$ cat src/hdl/ibst_top_unused_none.sv
`timescale 1ns/1ns

$ cat src/hdl/ibst_pkg.sv
// constants shared by the instrument bus status and trigger block
package ibst_pkg;

   // ----------------------------------------------------------------
   // status byte layout
   // ----------------------------------------------------------------
   localparam int STAT_W = 8;
   localparam int BIT_SUB_DONE = 0;
   localparam int BIT_LIMIT = 1;
   localparam int BIT_SRQ_CMD = 2;
   localparam int BIT_POWER_ON = 3;
   localparam int BIT_READY = 4;
   localparam int BIT_ERROR = 5;
   localparam int BIT_SERVICE = 6;
   localparam int BIT_DATA_AVAIL = 7;

   // ----------------------------------------------------------------
   // reset values and masks
   // ----------------------------------------------------------------
   // power-on service request and the request summary are set after reset
   localparam logic [7:0] STAT_RESET = 8'h48;
   localparam logic [7:0] STAT_CLEAR = 8'h00;
   localparam logic [7:0] READY_MASK = 8'h10;
   // bits that a device clear may keep while their condition persists
   localparam logic [7:0] DCL_KEEP_MASK = 8'h70;

endpackage

$ cat src/hdl/ibst_top.sv
// bus-side status byte, remote state and trigger control of the instrument
// ----------------------------------------------------------------
// Notes on behaviour
// - remote only after REN plus own listen address
// - serial poll returns whole status byte value
// - bits 0-3: done, limit, srq command, power-on
// - bits 4-7: ready, error, service, data available
// - poll with SRQ clears bits whose condition ended
// - poll without SRQ leaves status byte unchanged
// - serial poll shows true ready bit
// - status query response always shows ready clear
// - serial poll keeps output buffer data
// - status query response overwrites output buffer
// - armed trigger message fires once, then holds
// - unarmed trigger message is ignored
// - paused subprogram resumes, no measurement trigger
// - device clear clears status except bits 4-6 whose condition persists, flushes, aborts subprogram
// - after clear, triggering off until next device_command_i pulse
// ----------------------------------------------------------------
`timescale 1ns/1ns
`default_nettype none

module ibst_top (
   input wire logic sys_clk_i,
   input wire logic rst_i,
   // bus pin, asynchronous to sys_clk_i
   input wire logic ren_i,
   // decoded bus messages, one-cycle pulses from the acceptor
   input wire logic my_listen_addr_i,
   input wire logic go_to_local_i,
   input wire logic host_serial_poll_call_i,
   input wire logic group_trigger_i,
   input wire logic device_clear_i,
   // decoded device commands, one-cycle pulses from the parser
   input wire logic device_command_i,
   input wire logic status_query_command_i,
   input wire logic trigger_arm_command_i,
   input wire logic single_trigger_command_i,
   // instrument conditions from the processor side
   input wire logic sub_done_i,
   input wire logic limit_exceeded_i,
   input wire logic srq_command_done_i,
   input wire logic ready_i,
   input wire logic error_logged_i,
   input wire logic data_avail_i,
   input wire logic sub_paused_i,
   // outputs
   output logic remote_o,
   output logic srq_o,
   output logic [7:0] bus_status_byte_o,
   output logic poll_valid_o,
   output logic [7:0] poll_data_o,
   output logic query_valid_o,
   output logic [7:0] query_data_o,
   output logic obuf_load_o,
   output logic obuf_flush_o,
   output logic ibuf_flush_o,
   output logic sub_abort_o,
   output logic sub_resume_o,
   output logic trigger_o,
   output logic trig_armed_o,
   output logic trig_disabled_o
);

   // ----------------------------------------------------------------
   // declarations
   // ----------------------------------------------------------------
   logic ren_meta;
   logic ren_sync;
   logic remote;
   logic [7:0] bus_status_byte;
   logic [7:0] next_status;
   logic [7:0] cond;
   logic [7:0] keep_cond;
   logic srq_poll;
   logic status_clear;
   logic trig_armed;
   logic trig_disabled;
   logic trig_fire;
   logic trig_resume;

   // ----------------------------------------------------------------
   // REN synchroniser
   // ----------------------------------------------------------------
   always_ff @(posedge sys_clk_i) begin
      if (rst_i) begin
         ren_meta <= 1'b0;
         ren_sync <= 1'b0;
      end else begin
         ren_meta <= ren_i;
         ren_sync <= ren_meta;
      end
   end

   // ----------------------------------------------------------------
   // remote state
   // ----------------------------------------------------------------
   // REN alone never leaves local; the listen address does the move
   always_ff @(posedge sys_clk_i) begin
      if (rst_i) begin
         remote <= 1'b0;
      end else if (!ren_sync) begin
         remote <= 1'b0;
      end else if (my_listen_addr_i) begin
         remote <= 1'b1;
      end else if (go_to_local_i) begin
         remote <= 1'b0;
      end
   end

   always_ff @(posedge sys_clk_i) begin
      if (rst_i) begin
         remote_o <= 1'b0;
      end else begin
         remote_o <= remote;
      end
   end

   // ----------------------------------------------------------------
   // status conditions
   // ----------------------------------------------------------------
   // event bits are present only in the cycle of their pulse
   always_comb begin
      cond = ibst_pkg::STAT_CLEAR;
      cond[ibst_pkg::BIT_SUB_DONE] = sub_done_i;
      cond[ibst_pkg::BIT_LIMIT] = limit_exceeded_i;
      cond[ibst_pkg::BIT_SRQ_CMD] = srq_command_done_i;
      cond[ibst_pkg::BIT_POWER_ON] = 1'b0;
      cond[ibst_pkg::BIT_READY] = ready_i;
      cond[ibst_pkg::BIT_ERROR] = error_logged_i;
      cond[ibst_pkg::BIT_DATA_AVAIL] = data_avail_i;
      // request summary: any event, or a logged error
      cond[ibst_pkg::BIT_SERVICE] = sub_done_i | limit_exceeded_i | srq_command_done_i
         | error_logged_i;
   end

   // a poll only clears while SRQ is out; otherwise it is read-only
   assign srq_poll = host_serial_poll_call_i & srq_o;
   assign status_clear = srq_poll | device_clear_i;

   // on device clear only the keep bits may survive by their condition
   assign keep_cond = device_clear_i ? (cond & ibst_pkg::DCL_KEEP_MASK) : cond;

   // ----------------------------------------------------------------
   // status byte, one flop per bit
   // ----------------------------------------------------------------
   // a condition present in a poll clear wins over it; on device clear only the keep bits do
   genvar gi;
   generate
      for (gi = 0; gi < ibst_pkg::STAT_W; gi = gi + 1) begin : g_stat
         always_comb begin
            if (status_clear) begin
               next_status[gi] = keep_cond[gi];
            end else begin
               next_status[gi] = bus_status_byte[gi] | cond[gi];
            end
         end

         always_ff @(posedge sys_clk_i) begin
            if (rst_i) begin
               bus_status_byte[gi] <= ibst_pkg::STAT_RESET[gi];
            end else begin
               bus_status_byte[gi] <= next_status[gi];
            end
         end
      end
   endgenerate

   always_ff @(posedge sys_clk_i) begin
      if (rst_i) begin
         bus_status_byte_o <= ibst_pkg::STAT_RESET;
      end else begin
         bus_status_byte_o <= next_status;
      end
   end

   // SRQ tracks the service bit in the same cycle as the byte
   always_ff @(posedge sys_clk_i) begin
      if (rst_i) begin
         srq_o <= ibst_pkg::STAT_RESET[ibst_pkg::BIT_SERVICE];
      end else begin
         srq_o <= next_status[ibst_pkg::BIT_SERVICE];
      end
   end

   // ----------------------------------------------------------------
   // serial poll answer
   // ----------------------------------------------------------------
   // the byte as it stood when the poll came, ready bit untouched
   always_ff @(posedge sys_clk_i) begin
      if (rst_i) begin
         poll_valid_o <= 1'b0;
      end else begin
         poll_valid_o <= host_serial_poll_call_i;
      end
   end

   always_ff @(posedge sys_clk_i) begin
      if (rst_i) begin
         poll_data_o <= ibst_pkg::STAT_CLEAR;
      end else if (host_serial_poll_call_i) begin
         poll_data_o <= bus_status_byte;
      end
   end

   // ----------------------------------------------------------------
   // status query answer
   // ----------------------------------------------------------------
   // the query interrupts the processor, so it never looks ready
   always_ff @(posedge sys_clk_i) begin
      if (rst_i) begin
         query_valid_o <= 1'b0;
      end else begin
         query_valid_o <= status_query_command_i;
      end
   end

   always_ff @(posedge sys_clk_i) begin
      if (rst_i) begin
         query_data_o <= ibst_pkg::STAT_CLEAR;
      end else if (status_query_command_i) begin
         query_data_o <= bus_status_byte & ~ibst_pkg::READY_MASK;
      end
   end

   // replaces whatever sits in the output buffer
   always_ff @(posedge sys_clk_i) begin
      if (rst_i) begin
         obuf_load_o <= 1'b0;
      end else begin
         obuf_load_o <= status_query_command_i;
      end
   end

   // ----------------------------------------------------------------
   // device clear actions
   // ----------------------------------------------------------------
   always_ff @(posedge sys_clk_i) begin
      if (rst_i) begin
         obuf_flush_o <= 1'b0;
      end else begin
         obuf_flush_o <= device_clear_i;
      end
   end

   always_ff @(posedge sys_clk_i) begin
      if (rst_i) begin
         ibuf_flush_o <= 1'b0;
      end else begin
         ibuf_flush_o <= device_clear_i;
      end
   end

   always_ff @(posedge sys_clk_i) begin
      if (rst_i) begin
         sub_abort_o <= 1'b0;
      end else begin
         sub_abort_o <= device_clear_i;
      end
   end

   // ----------------------------------------------------------------
   // trigger control
   // ----------------------------------------------------------------
   // a paused subprogram takes the trigger message as a resume only
   assign trig_resume = group_trigger_i & sub_paused_i & ~device_clear_i;
   assign trig_fire = ~device_clear_i & ~trig_disabled & ((group_trigger_i & ~sub_paused_i & trig_armed)
      | single_trigger_command_i);

   // the arm is consumed by the trigger it produces
   always_ff @(posedge sys_clk_i) begin
      if (rst_i) begin
         trig_armed <= 1'b0;
      end else if (trigger_arm_command_i) begin
         trig_armed <= 1'b1;
      end else if (trig_fire & group_trigger_i) begin
         trig_armed <= 1'b0;
      end
   end

   // clear suspends triggering; the arm state is kept for the restore
   always_ff @(posedge sys_clk_i) begin
      if (rst_i) begin
         trig_disabled <= 1'b0;
      end else if (device_clear_i) begin
         trig_disabled <= 1'b1;
      end else if (device_command_i) begin
         trig_disabled <= 1'b0;
      end
   end

   always_ff @(posedge sys_clk_i) begin
      if (rst_i) begin
         trigger_o <= 1'b0;
      end else begin
         trigger_o <= trig_fire;
      end
   end

   always_ff @(posedge sys_clk_i) begin
      if (rst_i) begin
         sub_resume_o <= 1'b0;
      end else begin
         sub_resume_o <= trig_resume;
      end
   end

   always_ff @(posedge sys_clk_i) begin
      if (rst_i) begin
         trig_armed_o <= 1'b0;
      end else begin
         trig_armed_o <= trig_armed;
      end
   end

   always_ff @(posedge sys_clk_i) begin
      if (rst_i) begin
         trig_disabled_o <= 1'b0;
      end else begin
         trig_disabled_o <= trig_disabled;
      end
   end

endmodule

`default_nettype wire

$ cat config.mk
export PLATFORM = sky130hd
export DESIGN_NAME = ibst_top
export DESIGN_NICKNAME = d
export VERILOG_FILES = /design/src/hdl/ibst_top_unused_none.sv /design/src/hdl/ibst_pkg.sv /design/src/hdl/ibst_top.sv
export SDC_FILE = /design/constraint.sdc
export NUM_CORES = 1
export LEC_CHECK = 0
export BUFFER_PORTS_ARGS = -buffer_cell sky130_fd_sc_hd__buf_2
export CAP_MARGIN = 20
export CORE_ASPECT_RATIO = 2
export CORE_MARGIN = 3
export CORE_UTILIZATION = 41
export CTS_CLUSTER_DIAMETER = 100
export DETAILED_ROUTE_END_ITERATION = 16
export GPL_TIMING_DRIVEN = 0
export PLACE_DENSITY = 0.75
export SLEW_MARGIN = 20
export SYNTH_ARGS = -nofsm -noshare
export SYNTH_HDL_FRONTEND = slang
export SYNTH_SLANG_ARGS = --single-unit
$ cat constraint.sdc
create_clock -name sys_clk_i -period 1.05 [get_ports sys_clk_i]
set_input_delay 0 -clock sys_clk_i [delete_from_list [all_inputs] [get_ports sys_clk_i]]
set_output_delay 0 -clock sys_clk_i [all_outputs]
set_load 0.01 [all_outputs]
* After elaboration in Yosys (flattened, before gate mapping)
Index checks and enable logic that the tools add are counted.
** Word-level totals
- Bits in registers :: 44
- Latch bits :: 0
- Memory bits (writable) :: 0
- Bits in read-only memories :: 0
- Input bits :: 19
- Logic and storage cells :: 67
- Memories :: 0
** Operators by class
- Add/subtract/negate cells :: 0
- Multipliers :: 0
- Div/mod/pow operators :: 0
- Order comparisons :: 0
- Eq/ne operators :: 0
- Shifts and indexed selects :: 0
- Mux-type cells :: 15
- Bitwise gates (word level) :: 24
- Reduce and logical (&&, ||, !) cells :: 4
** Operator list (count)
- $mux 1 :: 14
- $or 1x1->1 :: 12
- $and 1x1->1 :: 8
- $mux 8 :: 1
- $reduce_bool 2->1 :: 3
- $not 1->1 :: 4
- $reduce_or 2->1 :: 1

* Logic depth before layout (Yosys ltp)
Gate-level depths: netlist of the first run.
- Depth in word-level cells :: 8
- Gate-level depth with buffers :: 4
- Gate-level depth less buffers :: 3

* Worst setup path before layout of the first run
OpenSTA, ideal clock, no wires.
- Kind :: input-to-reg
- Start :: input port rst_i
- End :: register bus_status_byte_o[6]
- Data arrival time :: 930 ps
- Setup slack :: -7 ps
- Stages :: 3
- Path buffers :: 1
- Path through :: buf_6 or4_1 or3_1
** RTL lines
- from (decl) :: RTL line ibst_top.sv:25 : input wire logic rst_i,
- to (signal assigned) :: RTL line ibst_top.sv:171 : bus_status_byte_o <= ibst_pkg::STAT_RESET;
- to (signal assigned) :: RTL line ibst_top.sv:173 : bus_status_byte_o <= next_status;
- to (decl) :: RTL line ibst_top.sv:50 : output logic [7:0] bus_status_byte_o,

* Final worst setup path of the first run
- Start :: register bus_status_byte_o[6]
- End :: output port bus_status_byte_o[6]
No word-level cell between the ends.

==> results.tsv, run 1 <==
metric	value	unit
fin_crit_sh	90.6	%
pre_cts_ws	-55.3	ps
fmax	1050	MHz
p_sw	644	uW
die_w	44.7	um
io_buffers	50	
globalplace.congestion	0.785	
crit_chain	buf_4 -> buf_2	
synth-edff-count	0	
critical-path-max-stage-delay	420	ps
finalSetupTns	0	ps
largest_reg_flops	8	
overflow	0	
synth_warnings	0	
setup_viol	0	
power_density	1580	nW/um^2
seq_area_frac_synth	58.8	%
clk_latency	290	ps
sw_frac_of_total	24.0	%
met2_usage	30.9	%
maxSlewViolCount	0	
rows	27	
min_from	sub_done_i	
grt_pass1_wl	4.80	mm
drive_gt1_share	33.9	%
cts_resized	0	
dr.pass1.iters	4	
start_kind	flip-flop	
synth.distinct_cells	22	
die_h	83.3	um
worstMarginPinSlew	570	ps
p_leak	0.852	nW
grt.busiest_layer	met2	
ys_ff_latch	36	
slew_headroom	62.0	%
routed_via_density	4.90	
dp_hpwl	2.10	mm
layout_setup_ws	98.9	ps
grt_pass1_vias	1124	
synth-async-reset-ratio	0	%
grt_use_met1	15.6	%
yosysTopAreaCell	dfxtp_1	
clockRootBuffer	clkbuf_8	
clockBufferDepth	2	
core_area	2800	um^2
hold_buffers	10	
p_total	2.68	mW
clock_sinks	36	
pwr-share-seq	54.7	%
worstReg2RegStart	bus_status_byte_o[6]	
min_path_type	primary input to flip-flop	
start_util	43.7	%
via_count	1054	
multi_input_area	420	um^2
cpMaxStageDelayCell	dfxtp_1	
largest_register	poll_data_o	
dieArea	3720	um^2
crit_fanout	6	
synthesis.instances	119	
wirelength	2.86	mm
fin_nets	205	
final-seq-area	721	um^2
syn_avg_cell_area	10.3	um^2
failed_checks	hold timing	
period_needed	951	ps
use_met3	6.29	%
ys.flop_type	dfxtp_1	
startpoint	bus_status_byte_o[6]	
vdd_drop_max	0.000981	V
cts_buffers	5	
htreeDepth	2	
reg2regPathDepth	3	
p_comb_share	11.5	%
diodes	0	
finalHoldViolations	2	
synthTopCellsByArea	dfxtp_1 (59%), mux2i_1 (11%), nor2_1 (5.2%)	
end_kind	output pin	
netlist.area_leader.share	58.8	%
cts_tree	done	
hold_ws	-13.2	ps
fin_skew	4.72	ps
n_fill_cell	260	
num_io_pins	55	
status	finished with violations	
p_clk_share	33.9	%
syn_area	1220	um^2
crit_required	1050	ps
drtIter0Drc	15	
grt_antenna_before_repair	0	
clkTransAtPathRegs	70	ps
crit_arrival	950	ps
grt_max_degree	11	
hold_depth	3	
rsz0062_at_grt	false	
syn2layout_area_growth	37.9	%
syn-num-nets	138	
p_int	2.03	mW
cap_violations	0	
ant_nets	0	
drc	0	
reg_top3	poll_data_o: 8 flops, bus_status_byte_o: 7 flops, query_data_o: 7 flops	
crit_type	flip-flop to output pin	
drt-wirelength-per-cell	13.3	um
grt_util_all_layers	17.7	%
[critical path, delay by kind of cell (launching register included)]
kind | cells | cell delay (ps)
buf+inv | 2 | 250
flops | 1 | 420
[per-stage QoR]
step                      std cells  cell area, um^2  hold WS (ps)  util [%]
final                           215             1690         -13.2      60.2
after global routing            215             1690         -2.84      60.2
after CTS                       215             1690         -21.4      60.2
after detailed placement        198             1510           197      53.9
after global placement          198             1510           197      53.9
after floorplan                 119             1220           102         -
[metal layers]
layer / wire length (um) / part of all wire (%)
met5: 0 / 0
met1: 1030 / 36
met4: 90 / 3.1
met2: 1500 / 53
met3: 242 / 8.5
[worst paths after layout]
kind | end | slack, ps
worst max register to register | bus_status_byte_o[2] | 120
worst min register to register | ren_sync | 440
worst min-delay path | bus_status_byte_o[0] | -10
worst max-delay path | bus_status_byte_o[6] | 100
[power groups by stage]
stage	sequential (mW)	combinational [mW]	clock, mW
detailed placement	1.50	0.280	0
floorplan	1.52	0.136	0
CTS	1.46	0.311	0.948
finish	1.46	0.307	0.906
global route	1.47	0.338	0.996
global placement	1.49	0.273	0
[synth_stat cells, drive strengths merged, types with 2 or more instances]
library cell	n
nor3b	2
inv	3
nor2	17
buf	7
dfxtp	36
nor2b	8
nor3	5
nand2b	2
nand2	2
mux2i	14
a21o	2
clkbuf	5
a21oi	9
[cell families (layout without fill, tap and decap cells)]
logic type / after synthesis / in the layout / share of synthesized area [%]
buffers and inverters: 15 / 82 / 6.84
flip-flops: 36 / 36 / 58.8
multiplexers: 14 / 14 / 11.4
other: 1 / 1 / 0.306
AND/OR/NAND/NOR: 40 / 40 / 16.5
AO/OA/AOI/OAI: 13 / 13 / 6.03
[repair_timing]
item / 4_1_cts / 5_1_grt
buffers inserted: 0 / 0
setup endpoints to repair: 0 / 0
endpoints found under the hold margin: 16 / 1
[placed cells by master (no fill, tap or decap), types with 2 or more instances in the layout]
cell | netlist | routed
buf_2 | 1 | 51
nand2_1 | 2 | 2
nor2_1 | 17 | 17
nand2b_1 | 2 | 2
clkbuf_1 | 5 | 6
inv_1 | 3 | 3
a21oi_1 | 9 | 9
clkbuf_8 | 0 | 5
nor2b_1 | 8 | 8
nor3b_1 | 2 | 2
mux2i_1 | 14 | 14
dlygate4sd3_1 | 0 | 10
dfxtp_1 | 36 | 36
buf_4 | 5 | 5
a21o_1 | 2 | 2
nor3_1 | 5 | 5
[area by class of cell]
type                            count  share of cell area [%]
Sequential cell                    36                    42.7
Timing Repair Buffer               60                    20.7
Multi-Input combinational cell     68                    24.9
Clock inverter                      1                   0.296
Clock buffer                        6                    4.30
Buffer                             12                    4.30
Tap cell                           29                    2.15
Inverter                            3                   0.667
Note: power is estimated with default switching activity, not from simulation.
==> run 2, diff against run 1 <==
- GPL_TIMING_DRIVEN: 0 -> unset
==> results.tsv, run 2 (synthesis gave the netlist of run 1 again) <==
metric	value	unit	change
crit_fanout	6		unchanged
min_from	trigger_arm_command_i		
dieArea	3720	um^2	unchanged
grt_max_degree	35		+24
end_kind	flip-flop		
setup_viol	0		unchanged
critical-path-max-stage-delay	350	ps	-70 ps
die_h	83.3	um	unchanged
clockBufferDepth	2		unchanged
status	complete, no violations		
hold_ws	10.9	ps	+24.1 ps
finalHoldViolations	0		-2
syn2layout_area_growth	34.5	%	
dr.pass1.iters	4		unchanged
clk_latency	280	ps	about the same
crit_chain	nor3b_1 -> or3_1		
p_total	2.73	mW	+2.0%
drc	0		unchanged
hold_depth	3		unchanged
clkTransAtPathRegs	60	ps	about the same
crit_type	flip-flop to flip-flop		
maxSlewViolCount	0		unchanged
final_cell_mix	buf_2 (53), dfxtp_1 (35), nor2_1 (17), mux2i_1 (14), a21oi_1 (9)		
ant_nets	0		unchanged
grt_antenna_before_repair	0		unchanged
routed_via_density	4.91		+0.13%
rows	27		unchanged
fin_skew	3.27	ps	-1.46 ps
power_density	1660	nW/um^2	+4.6%
drt-wirelength-per-cell	13.2	um	-0.75%
cts_tree	done		
fin_nets	197		-3.9%
largest_reg_flops	8		unchanged
io_buffers	53		+6.0%
grt_pass1_wl	4.60	mm	-4.2%
reg2regPathDepth	2		-1
rsz0062_at_grt	false		
core_area	2800	um^2	unchanged
timing.rr.end	bus_status_byte_o[6]		
worstReg2RegStart	bus_status_byte_o[6]		
endpoint	bus_status_byte_o[6]		
via_count	1021		-3.1%
layout_commonest_cell	buf_2		
clockRootBuffer	clkbuf_8		
globalplace.congestion	0.704		-10%
die_w	44.7	um	unchanged
grt_pass1_vias	1008		-10%
wirelength	2.75	mm	-4.0%
num_io_pins	55		unchanged
start_util	43.7	%	unchanged
clock_sinks	36		unchanged
diodes	0		unchanged
crit_required	1210	ps	+160 ps
period_needed	917	ps	-33.7 ps
fmax	1090	MHz	+3.7%
overflow	0		unchanged
crit_arrival	1080	ps	+130 ps
drtIter0Drc	18		+3
drive_gt1_share	35.2	%	+1.3 points
start_kind	flip-flop		
cap_violations	0		unchanged
vdd_drop_max	0.000933	V	-4.9%
min_path_type	primary input to flip-flop		
cpMaxStageDelayCell	dfxtp_2		
reg_top3	poll_data_o: 8 flops, bus_status_byte_o: 7 flops, query_data_o: 7 flops		
htreeDepth	2		unchanged
p_leak	0.833	nW	-2.2%
cts_setup_buffers	0		unchanged
cts_buffers	5		unchanged
fin_crit_sh	87.4	%	-3.2 points
largest_register	poll_data_o		
dp_hpwl	1.99	mm	-5.3%
grt_util_all_layers	16.6	%	-1.1 points
startpoint	bus_status_byte_o[6]		
rrSetupSlack	130	ps	about the same
utilization	58.8	%	-1.5 points
-- run 2: what timing repair did --
item | in CTS | in global routing
hold buffers | 8 | 0
resized for setup | 0 | 1
endpoints found under the hold margin | 8 | 0
endpoints found under the setup margin | 0 | 3
-- run 2: worst max-delay path: cells and delay by family, from the launching register on --
kind | cells | cell delay, ps
AND/OR/NAND/NOR | 2 | 450
flip-flops | 1 | 350
-- run 2: cell type report --
class                   instances  area, um^2
fillers                       249        1160
repair buffers                 64         368
well taps                      29        36.3
flip-flops and latches         36         722
inverters                       3        11.3
multi-input cells              68         420
clock buffers                   8        90.1
-- run 2: worst min-delay path by stage --
stage                                 to  slack [ps]
floorplan           bus_status_byte_o[6]         100
global placement    bus_status_byte_o[4]         210
detailed placement  bus_status_byte_o[4]         210
CTS                           trig_armed           6
global route                  trig_armed          20
finish                        trig_armed          10
-- run 2: layer usage --
layer  part of all wire (%)  up-vias  global-route usage, %
met4                    2.3        0                   9.07
li1                       -      503                      -
met2                     50       40                   26.9
met3                    6.7        6                   4.77
met1                     41      472                   18.5
met5                      0        -                      0
-- run 2: report_power, final --
part / switching [mW] / internal (mW) / leakage (nW)
Combinational: 0.146 / 0.142 / 0.492
Sequential: 0.0362 / 1.43 / 0.296
Clock: 0.444 / 0.534 / 0.0455
Total: 0.627 / 2.11 / 0.833
-- run 2: stage by stage --
| step | TNS (ps) | instance area [um^2] | std cells | worst slack (ps) |
|---|---|---|---|---|
| after floorplan | 0 | 1220 | 119 | 76.6 |
| after global placement | -46.9 | 1480 | 192 | -46.9 |
| after detailed placement | -74.4 | 1480 | 192 | -74.4 |
| after CTS | 0 | 1650 | 208 | 71.5 |
| after global routing | 0 | 1650 | 208 | 62.6 |
| final | 0 | 1650 | 208 | 133 |
==> run 3, diff against run 2 <==
- PLACE_DENSITY: 0.75 -> 0.81
==> results.tsv, run 3 (synthesis gave the netlist of run 1 again) <==
metric	value	unit	change
status	complete, no violations		
p_int	2.41	mW	+15%
hold_buffers	9		+1
ant_nets	0		unchanged
pwr-share-seq	47.9	%	-5.7 points
vdd_drop_max	0.000987	V	+5.8%
dpl_cell_area	1480	um^2	+0.51%
grt_pass1_vias	1060		+5.2%
syn2layout_area_growth	38.8	%	
rsz0062_at_grt	false		
dr.pass1.iters	4		unchanged
largest_reg_flops	8		unchanged
cts_tree	done		
clockRootBuffer	clkbuf_8		
cts_resized	0		unchanged
crit_arrival	1100	ps	+20 ps
p_clk_share	42.3	%	+6.5 points
power_density	1800	nW/um^2	+8.3%
clk_latency	280	ps	about the same
io_buffers	53		unchanged
setup_viol	0		unchanged
grt_util_all_layers	17.0	%	+0.36 points
core_area	2800	um^2	unchanged
clock_sinks	36		unchanged
utilization	60.6	%	+1.9 points
fin_nets	199		+1.0%
end_kind	flip-flop		
p_comb_share	9.8	%	-0.8 points
start_util	43.7	%	unchanged
grt_pass1_wl	4.75	mm	+3.3%
fin_skew	6.30	ps	+3.03 ps
clockBufferDepth	2		unchanged
finalHoldViolations	0		unchanged
p_leak	0.862	nW	+3.4%
routed_via_density	4.92		+0.21%
fin_crit_sh	89.9	%	+2.5 points
globalplace.congestion	0.755		+7.3%
cap_violations	0		unchanged
dieArea	3720	um^2	unchanged
reg_top3	poll_data_o: 8 flops, bus_status_byte_o: 7 flops, query_data_o: 7 flops		
cts_buffers	5		unchanged
maxSlewViolCount	0		unchanged
wirelength	2.89	mm	+5.1%
drc	0		unchanged
crit_required	1210	ps	about the same
period_needed	944	ps	+26.7 ps
fmax	1060	MHz	-2.8%
die_h	83.3	um	unchanged
dp_cells	193		+0.52%
drive_gt1_share	35.9	%	+0.72 points
clkTransAtPathRegs	70	ps	about the same
finalSetupTns	0	ps	unchanged
rows	27		unchanged
crit_fanout	6		unchanged
final_cell_mix	buf_2 (53), dfxtp_1 (36), nor2_1 (17), mux2i_1 (14)		
dp_hpwl	2.06	mm	+3.7%
drtIter0Drc	30		+12
p_sw	642	uW	+2.4%
largest_register	poll_data_o		
layout_commonest_cell	buf_2		
via_count	1033		+1.2%
sw_frac_of_total	21.0	%	-1.9 points
die_w	44.7	um	unchanged
drt-wirelength-per-cell	13.8	um	+4.1%
grt_max_degree	35		unchanged
crit_type	flip-flop to flip-flop		
cts_setup_buffers	0		unchanged
hold_ws	6.51	ps	-4.40 ps
overflow	0		unchanged
fin_area	1700	um^2	+3.2%
start_kind	flip-flop		
diodes	0		unchanged
fin_cells	210		+0.96%
min_path_type	primary input to flip-flop		
num_io_pins	55		unchanged
htreeDepth	2		unchanged
grt_antenna_before_repair	0		unchanged
## run 3: stage by stage
stage	worst slack, ps	total power [mW]
6_report	106	3.05
5_1_grt	8.90	3.18
4_1_cts	116	3.10
3_5_place_dp	-62.9	1.77
3_3_place_gp	-38.9	1.76
2_1_floorplan	76.6	1.65
## run 3: worst paths after layout
| check | from | cells past startpoint | end | slack [ps] |
|---|---|---|---|---|
| setup / recovery | bus_status_byte_o[6] | 3 | bus_status_byte_o[0] | 110 |
| hold / removal | rst_i | 3 | bus_status_byte_o[6] | 7 |
| setup reg to reg | bus_status_byte_o[6] | 3 | bus_status_byte_o[0] | 110 |
| hold reg to reg | ren_meta | 1 | ren_sync | 450 |
## run 3: power by group through the flow
stage | clock network, mW | registers [mW] | logic [mW]
after global placement | 0 | 1.49 | 0.265
after CTS | 1.34 | 1.46 | 0.300
after detailed placement | 0 | 1.49 | 0.273
after floorplan | 0 | 1.52 | 0.136
after global routing | 1.38 | 1.47 | 0.327
final | 1.29 | 1.46 | 0.299
## run 3: worst max-delay path, cell delays in order (launching register included)
cell	delay, ps
dfxtp_1	410
nand2_1	170
a21oi_1	190
nor3_1	50
## run 3: area by class of cell
cell class	count	area (um^2)
Inverter	3	11.3
Tap cell	29	36.3
Clock buffer	7	96.3
Clock inverter	1	30.0
Multi-Input combinational cell	68	420
Sequential cell	36	721
Fill cell	241	1100
Timing Repair Buffer	66	385
## run 3: metal layers
| layer | global-route usage [%] | vias up | share of wire (%) |
|---|---|---|---|
| met5 | 0 | - | 0 |
| met4 | 8.79 | 0 | 2.1 |
| met3 | 4.77 | 7 | 8.1 |
| met2 | 30.1 | 50 | 54 |
| met1 | 16.4 | 468 | 36 |
| li1 | - | 508 | - |
